## config.mk

```make
export PLATFORM = sky130hd
export DESIGN_NAME = adc_sequence_control
export DESIGN_NICKNAME = d
export VERILOG_FILES = /design/src/rtl/adc_seq_pkg.sv /design/src/rtl/adc_sequence_control.sv
export SDC_FILE = /design/constraint.sdc
export NUM_CORES = 1
export LEC_CHECK = 0
export BUFFER_PORTS_ARGS = -buffer_cell sky130_fd_sc_hd__buf_4
export CAP_MARGIN = 10
export CORE_MARGIN = 4
export CORE_UTILIZATION = 30
export CTS_CLUSTER_DIAMETER = 120
export CTS_CLUSTER_SIZE = 40
export DETAILED_ROUTE_END_ITERATION = 7
export PLACE_DENSITY = 0.5
export SLEW_MARGIN = 10
export SYNTH_ARGS = -nofsm -noshare
export SYNTH_HDL_FRONTEND = slang
export SYNTH_SLANG_ARGS = --single-unit
```

## constraint.sdc

```tcl
create_clock -name sys_clk -period 2.3 [get_ports sys_clk]
set_input_delay 0.345 -clock sys_clk [delete_from_list [all_inputs] [get_ports sys_clk]]
set_output_delay 0.345 -clock sys_clk [all_outputs]
set_load 0.02 [all_outputs]
```

## src/rtl/adc_seq_pkg.sv

```systemverilog
`default_nettype none
package adc_seq_pkg;
  localparam int          RESULT_W       = 12;
  localparam int          PIN_N          = 3;
  localparam int          CONV_CLOCKS    = 16;
  localparam logic [4:0]  CONV_CLOCKS_M1 = 5'h0F;
  localparam logic [2:0]  DIV_RESET      = 3'h0;
  localparam logic [11:0] FULL_SCALE     = 12'hFFF;
  localparam real         CLK_PERIOD_NS  = 40.0;
  localparam real         MIN_CONV_CLK_NS = 500.0;
  localparam int          MIN_CONV_CLK_CYC = int'((MIN_CONV_CLK_NS + CLK_PERIOD_NS - 1.0)
                                                  / CLK_PERIOD_NS);

  typedef struct packed {
    logic [2:0] divSel;
    logic       powerOff;
    logic [2:0] analogPinSelect;
    logic [1:0] channel;
  } conv_cfg_s;

  typedef enum logic [2:0] {
    ST_IDLE  = 3'b001,
    ST_ARMED = 3'b010,
    ST_CONV  = 3'b100
  } conv_state_e;

  // Divide ratio minus one; 011 and 111 fall back to the largest ratio
  function automatic logic [4:0] div_limit(input logic [2:0] sel);
    unique case (sel)
      3'h0:    div_limit = 5'h01;
      3'h1:    div_limit = 5'h07;
      3'h2:    div_limit = 5'h1F;
      3'h4:    div_limit = 5'h00;
      3'h5:    div_limit = 5'h03;
      3'h6:    div_limit = 5'h0F;
      default: div_limit = 5'h1F;
    endcase
  endfunction
endpackage
`default_nettype wire

```

## src/rtl/adc_sequence_control.sv

```systemverilog
`default_nettype none
module adc_sequence_control
(
  // Clock and reset
  input  wire logic                     sys_clk,
  input  wire logic                     rst_b,
  // Configuration from software
  input  wire adc_seq_pkg::conv_cfg_s   cfg,
  input  wire logic                     startBit,
  input  wire logic                     global_interrupt_enable,
  input  wire logic                     conv_interrupt_enable,
  input  wire logic                     stackFull,
  input  wire logic                     requestClear,
  // Port pin control
  input  wire logic [2:0]               port_a_direction_register,
  input  wire logic [2:0]               pullUpEnable,
  output logic      [2:0]               pinOutEnableMask,
  output logic      [2:0]               pullUpActive,
  output logic      [2:0]               analogConnect,
  // Converter core
  input  wire logic [11:0]              coreData,
  output logic      [1:0]               channelSelect,
  output logic                          convPowerOn,
  output logic                          convClkEn,
  output logic                          coreReset,
  // Status and result
  output logic                          conversion_pending_flag,
  output logic                          requestFlag,
  output logic                          interruptReq,
  output logic      [11:0]              result
);
  adc_seq_pkg::conv_state_e state;
  adc_seq_pkg::conv_state_e next_state;
  logic [4:0]  divCnt;
  logic [4:0]  next_divCnt;
  logic [4:0]  convCnt;
  logic [4:0]  next_convCnt;
  logic        startPrev;
  logic        pending;
  logic        next_pending;
  logic        req;
  logic        next_req;
  logic [11:0] next_result;
  logic        tick;
  logic        powerOn;
  logic        done;
  logic        startRise;
  logic [2:0]  next_pinOutEnableMask;
  logic [2:0]  next_pullUpActive;
  logic [2:0]  next_analogConnect;
  logic [1:0]  next_channelSelect;
  logic        next_convPowerOn;
  logic        next_convClkEn;
  logic        next_coreReset;
  logic        next_interruptReq;
  logic [4:0]  tickTally;
  logic [4:0]  next_tickTally;

  // Power depends only on pin select and power-off bit, never halt
  assign powerOn = (cfg.analogPinSelect != 3'h0) && !cfg.powerOff;
  // At or past the limit, so a lowered ratio never wraps through 31
  assign tick    = powerOn && (divCnt >= adc_seq_pkg::div_limit(cfg.divSel));
  assign startRise = startBit && !startPrev;
  // A restart on the last tick wins over completion
  assign done    = (state == adc_seq_pkg::ST_CONV) && tick && !startRise
                   && (convCnt == adc_seq_pkg::CONV_CLOCKS_M1);

  always_comb
  begin
    next_state   = state;
    next_convCnt = convCnt;
    next_pending = pending;
    next_result  = result;
    next_req     = req;
    next_divCnt  = tick || !powerOn ? 5'h00 : divCnt + 5'h01;
    if (requestClear)
    begin
      next_req = 1'b0;
    end
    unique case (state)
      adc_seq_pkg::ST_IDLE:
      begin
        if (startBit && !startPrev)
        begin
          next_state   = adc_seq_pkg::ST_ARMED;
          next_pending = 1'b1;
        end
      end
      adc_seq_pkg::ST_ARMED:
      begin
        // Held high keeps the core in reset; the falling edge launches
        if (!startBit)
        begin
          next_state   = adc_seq_pkg::ST_CONV;
          next_convCnt = 5'h00;
        end
      end
      adc_seq_pkg::ST_CONV:
      begin
        if (startBit && !startPrev)
        begin
          next_state = adc_seq_pkg::ST_ARMED;
        end
        else if (done)
        begin
          next_state   = adc_seq_pkg::ST_IDLE;
          next_pending = 1'b0;
          next_result  = coreData;
          next_req     = 1'b1;
        end
        else if (tick)
        begin
          next_convCnt = convCnt + 5'h01;
        end
      end
    endcase
  end

  // Pin and core controls follow their settings one cycle later
  always_comb
  begin
    next_pinOutEnableMask = ~port_a_direction_register & ~cfg.analogPinSelect;
    next_pullUpActive     = pullUpEnable & ~cfg.analogPinSelect;
    next_analogConnect    = cfg.analogPinSelect;
    next_channelSelect    = cfg.channel;
    next_convPowerOn      = powerOn;
    next_convClkEn        = tick && (state == adc_seq_pkg::ST_CONV);
    next_coreReset        = (next_state == adc_seq_pkg::ST_ARMED);
    // Request stays sticky so a blocked interrupt can be polled later
    next_interruptReq     = next_req && global_interrupt_enable
                            && conv_interrupt_enable && !stackFull;
  end

  always_ff @(posedge sys_clk or negedge rst_b)
  begin
    if (!rst_b)
    begin
      state                   <= adc_seq_pkg::ST_IDLE;
      divCnt                  <= 5'h00;
      convCnt                 <= 5'h00;
      startPrev               <= 1'b0;
      pending                 <= 1'b0;
      req                     <= 1'b0;
      result                  <= 12'h000;
      pinOutEnableMask        <= 3'h0;
      pullUpActive            <= 3'h0;
      analogConnect           <= 3'h0;
      channelSelect           <= 2'h0;
      convPowerOn             <= 1'b0;
      convClkEn               <= 1'b0;
      coreReset               <= 1'b1;
      conversion_pending_flag <= 1'b0;
      requestFlag             <= 1'b0;
      interruptReq            <= 1'b0;
    end
    else
    begin
      state                   <= next_state;
      divCnt                  <= next_divCnt;
      convCnt                 <= next_convCnt;
      startPrev               <= startBit;
      pending                 <= next_pending;
      req                     <= next_req;
      result                  <= next_result;
      pinOutEnableMask        <= next_pinOutEnableMask;
      pullUpActive            <= next_pullUpActive;
      analogConnect           <= next_analogConnect;
      channelSelect           <= next_channelSelect;
      convPowerOn             <= next_convPowerOn;
      convClkEn               <= next_convClkEn;
      coreReset               <= next_coreReset;
      conversion_pending_flag <= next_pending;
      requestFlag             <= next_req;
      interruptReq            <= next_interruptReq;
    end
  end

  // Converter clock pulses since the core left reset, for the length check
  always_comb
  begin
    next_tickTally = coreReset ? 5'h00 : tickTally + {4'h0, convClkEn};
  end

  always_ff @(posedge sys_clk or negedge rst_b)
  begin
    if (!rst_b)
    begin
      tickTally <= 5'h00;
    end
    else
    begin
      tickTally <= next_tickTally;
    end
  end
endmodule
`default_nettype wire

```

Yosys cells after proc, flatten, opt, wreduce, memory -nomap -nowiden
Cells that the tools add are included.
{"block": "totals", "input_bits": 34, "out_inout_bits": 29, "word_cells": 80, "reg_bits": 43}
{"block": "op_classes", "n_bitwise": 5, "eq_ne": 15, "n_lt_le_gt_ge": 1, "addsub": 2, "n_reduce_logical": 22, "n_mux": 20}
{"op": "$mux W5", "n": 5}
{"op": "$pmux W5 S5", "n": 1}
{"op": "$eq A3 B3 Y1 const B", "n": 4}
{"op": "$mux W3", "n": 4}
{"op": "$ne A2 B2 Y1 const B", "n": 6}
{"op": "$add A5 B1 Y5 const B", "n": 2}
{"op": "$pmux W5 S2", "n": 1}
{"op": "$logic_and A1 B1 Y1", "n": 9}
{"op": "$pmux W3 S3", "n": 1}
{"op": "$mux W1", "n": 7}
{"op": "$and A3 B3 Y3", "n": 2}
{"op": "$eq A3 B1 Y1 const B", "n": 2}
{"op": "$eq A3 B2 Y1 const B", "n": 2}
{"op": "$not A3 Y3", "n": 2}
{"op": "$eq A5 B4 Y1 const B", "n": 1}
{"op": "$ge A5 B5 Y1", "n": 1}
{"op": "$logic_not A1 Y1", "n": 5}
{"op": "$reduce_and A5 Y1", "n": 1}
{"op": "$reduce_and A4 Y1", "n": 1}
{"op": "$reduce_bool A2 Y1", "n": 2}
{"op": "$logic_not A3 Y1", "n": 1}
{"op": "$reduce_and A3 Y1", "n": 1}
{"op": "$reduce_bool A3 Y1", "n": 1}
{"op": "$pmux W1 S2", "n": 1}
{"op": "other kinds (2)", "n": 2}

Depth between registers and ports, before layout
{"block": "logic_depth", "word_depth": 13, "ltp_mapped": 11, "ltp_nobuf": 9}

Worst setup path after synthesis
OpenSTA, ideal clock, no wires.
{"block": "synth_timing", "kind": "input-to-reg", "from": "input cfg[7] (netlist bit)", "to": "register result[10]", "setup_time_ps": 125, "required_time_ps": 2175, "stages": 11, "arrival_ps": 2041, "slack_ps": 134, "n_path_buf": 2, "path_cell_list": "nor2_1 nand2_1 ha_1 nor2b_1 o21ai_1 a31oi_1 nand3b_1 or2_1 buf_6 buf_12 mux2_4"}
{"block": "synth_between", "elab_chain_len": 8, "word_cells_on_any_way": 12, "cone_classes": "order compare: 1; eq/ne: 4; mux: 1; reduce/logical: 6"}
{"item": "start, declared", "line": "adc_sequence_control.sv:8", "source": "input wire adc_seq_pkg::conv_cfg_s cfg,"}
{"item": "$eq A3 B3 Y1 (tied with other cells)", "line": "adc_seq_pkg.sv:29", "source": "unique case (sel)"}
{"item": "$pmux W5 S5 *", "line": "adc_seq_pkg.sv:29"}
{"item": "$ge A5 B5 Y1 *", "line": "adc_sequence_control.sv:62", "source": "assign tick = powerOn && (divCnt >= adc_seq_pkg::div_limit(cfg.divSel));"}
{"item": "$logic_and A1 B1 Y1 *", "line": "adc_sequence_control.sv:62"}
{"item": "$logic_and A1 B1 Y1 * (2 in a row)", "line": "adc_sequence_control.sv:65", "source": "assign done = (state == adc_seq_pkg::ST_CONV) && tick && !startRise"}
{"item": "$logic_and A1 B1 Y1 *", "line": "adc_sequence_control.sv:66", "source": "&& (convCnt == adc_seq_pkg::CONV_CLOCKS_M1);"}
{"item": "$reduce_and A3 Y1 (no line) *"}
{"item": "end signal, assigned", "line": "adc_sequence_control.sv:164", "source": "result <= next_result;"}
{"item": "end, declared", "line": "adc_sequence_control.sv:30", "source": "output logic [11:0] result"}
Mark *: on every way between the ends. The rest lies on a longest branch, timed or not.
A chain may end at the register's enable or synchronous reset.

Final worst setup path
{"block": "layout_timing", "from": "register divCnt[0]", "to": "register result[2]"}
{"block": "layout_between", "elab_chain_len": 6}
{"item": "start, declared", "line": "adc_sequence_control.sv:34", "source": "logic [4:0] divCnt;"}
{"item": "start signal, assigned", "line": "adc_sequence_control.sv:159", "source": "divCnt <= next_divCnt;"}
{"item": "$ge A5 B5 Y1", "line": "adc_sequence_control.sv:62"}
{"item": "$logic_and A1 B1 Y1", "line": "adc_sequence_control.sv:62"}
{"item": "$logic_and A1 B1 Y1 (2 in a row)", "line": "adc_sequence_control.sv:65"}
{"item": "$logic_and A1 B1 Y1", "line": "adc_sequence_control.sv:66"}
{"item": "$reduce_and A3 Y1 (no line)"}
No other way between the ends.

==> flow_summary.ini <==
[run_status]
status = complete, no violations

[sta]
setup_tns_ns = 0
worst_pin_slew_ns = 0.5380
setup_viol = 0
slew_headroom_pct = 64.13
min_period_ns = 2.131
grt_setup_unrepaired = false
worst_slack_ns = 0.1689
final_hold_viol_count = 0
fmax_ghz = 0.4692
drv_slew = 0
final.period_utilization_pct = 92.66
clock_skew_ns = 0.005299

[global_route]
grt_pass1_vias = 1413
grt_max_degree = 44
antenna_found_initial = 0
grt_pass1_wl_um = 6458
grt_usage_pct = 11.18
globalRouteOverflowTotal = 0

[placed_design]
port_buffers = 62
place.gp.congestion = 0.8357
dp_hpwl_um = 2986
dp_slack_ns = -0.04687

[yosys]
synth_mux_area_share_pct = 9.199
syn_nets = 185
synth_xor_area_share_pct = 1.463
yosys.area.top_type = dfrtp_1
synth_ff_type = dfrtp_1
synthTopCellsByCount = dfrtp_1, nor2_1, nand2_1
yosysMostFrequentCell = dfrtp_1
synth.area.top_cells = dfrtp_1, ha_1, mux2_2, mux2_4, dfstp_2
synthSimpleGateAreaFrac_pct = 13.10
synth_cell_types = 34
synth_cells = 143
synth-edff-count = 0
ys_warn_count = 0
ys_seq_area_share_pct = 60.07
yosysTopAreaCellShare_pct = 57.14
synth_top_family_by_area = simple AND/OR/NAND/NOR gates
synth_area_per_cell_um2 = 12.56
synth-seq-cells = 43
synth_area_um2 = 1795
async_reset_ff_share_pct = 100.0
synth_fa_ha_area_share_pct = 5.575
synth-compound-area-share_pct = 7.178

[floorplan]
die-area_um2 = 7286
io_pins = 63
die_w_um = 85.36
die_h_um = 85.36
start_util_pct = 31.83
core-area_um2 = 5642
num_rows = 27

[pwr]
pwr-share-seq_pct = 48.2
pwr-share-comb_pct = 17.0
p_leak_nw = 1.337
p_per_area_nw_per_um2 = 684.1
switchingPower_mw = 0.4221
pwr-share-clk_pct = 34.8
intPower_mw = 1.299
peakVddDrop_v = 0.0003942
switching_share_pct = 24.52

[clocking]
cts_tree = built
htreeDepth = 2
clock_path_buffers = 2
numCtsBuffers = 5
insertion_delay_ns = 0.29
numClockSinks = 43
cts_setup_buffers = 0
path_clk_slew_ns = 0.08
cts_root_buffer = clkbuf_8

[worst_setup_path]
timing.rr.start = divCnt[0]$_DFF_PN0_
cp-startpoint = divCnt[0]$_DFF_PN0_
cp_data_arrival_time_ns = 2.31
start_kind = flip-flop
required_ns = 2.47
critPathMaxFanout = 17
endpoint_kind = flip-flop
worst-setup-path-type = flip-flop to flip-flop

[min_path]
worst_hold_path_type = primary input to asynchronous set/reset pin

[flow_run]
cap_violations = 0

[cells_and_area]
syn2layout_area_growth_pct = 40.14
fill_cells = 537
drive_gt1_share_pct = 45.21
final_nets = 260
antenna-diode-count = 0

[drt]
via_per_inst = 4.564
first_iter_violations = 61
routed-via-count = 1328
drc_errors = 0
drt-total-wl_um = 3845
ant_nets = 0
drt_first_pass_iters = 4
wl_per_cell_um = 13.21
[through the flow]
step                      power, mW  instance area (um^2)  util (%)  hold WS, ns  instances
final                         1.721                  2516     44.60      0.02858        291
after global routing          1.819                  2516     44.60      0.07574        291
after CTS                     1.753                  2510     44.49      0.05629        291
after detailed placement      1.139                  2392     42.40       0.3738        283
after global placement        1.128                  2392     42.40       0.3606        283
after floorplan              0.9831                  1795         -      0.04941        143
[power groups by stage]
stage	Sequential (mW)	Clock, mW	Combinational [mW]
after detailed placement	0.844	0	0.295
final	0.830	0.599	0.292
after floorplan	0.858	0	0.126
after CTS	0.829	0.627	0.296
after global placement	0.842	0	0.285
after global routing	0.836	0.657	0.326
[sequential cells by signal, indices dropped and copies added (netlist names)]
name,cells
convClkEn,1
pullUpActive,3
result,12
req,1
channelSelect,2
startPrev,1
pending,1
coreReset,1
interruptReq,1
convCnt,5
convPowerOn,1
pinOutEnableMask,3
state,3
analogConnect,3
divCnt,5
[final timing paths]
| check | to | slack, ns | cells after the start |
|---|---|---|---|
| min | convCnt[1]$_DFFE_PN0P_ | 0.03 | 1 |
| max reg2reg | result[2]$_DFFE_PN0P_ | 0.17 | 9 |
| max | result[2]$_DFFE_PN0P_ | 0.17 | 9 |
| min reg2reg | coreReset$_DFF_PN1_ | 0.45 | 1 |
| min in group sys_clk | channelSelect[0]$_DFF_PN0_ | 0.16 | 1 |
| max in group asynchronous | coreReset$_DFF_PN1_ | 1.88 | 1 |
[cell families (layout without fill, tap and decap cells)]
family                     after synthesis  in the layout
and+or+nand+nor                         47             47
AOI/OAI and AO/OA                       19             19
xor gates and xnor gates                 3              3
buffers and inverters                   10             86
adders and majority gates                8              8
DFF                                     43             43
muxes                                   13             13
[worst max-delay path, cell delays in order, from the launching register on]
cell	delay, ns
dfrtp_1	0.41
inv_1	0.06
ha_1	0.29
nor2b_1	0.12
o21ai_1	0.09
a31oi_2	0.24
nand3b_1	0.16
or2_1	0.15
buf_12	0.16
mux2_2	0.34
[cell type report]
cell class	count	area, um^2	area share, %
flip-flops and latches	43	1079	42.86
repair buffers	70	538.0	21.38
inverters	8	30.03	1.193
multi-input cells	90	661.9	26.31
well taps	72	90.09	3.580
clock buffers	6	82.58	3.282
clock inverters	2	35.03	1.392
[metal layers]
layer | vias up | global-route usage (%) | wire, um
met5 | - | 0 | 0
met4 | 0 | 3.453 | 46
met3 | 5 | 6.602 | 462
met2 | 47 | 17.30 | 1765
met1 | 639 | 12.99 | 1571
li1 | 637 | - | -
[placed cells by master, fill, tap and decap left out, drive strengths merged]
master	n
nand2	9
or3	1
a21oi	5
nand3	3
a22o	2
dfstp	2
nor2	14
or2	2
and3	2
clkinv	1
a31o	3
a31oi	2
a21boi	1
a32o	1
nor3b	2
xor2	2
nand3b	1
a21o	1
ha	8
nor2b	5
clkbuf	6
buf	70
nor3	2
mux2	13
xnor2	1
bufinv	1
nand2b	5
dfrtp	41
o21ai	3
a211oi	1
inv	8
nor4	1
[what timing repair did]
action,in CTS,in global routing
hold buffers,0,0
setup endpoints to repair,0,9
gates resized for setup,0,1
Note: power is estimated with default switching activity, not from simulation.
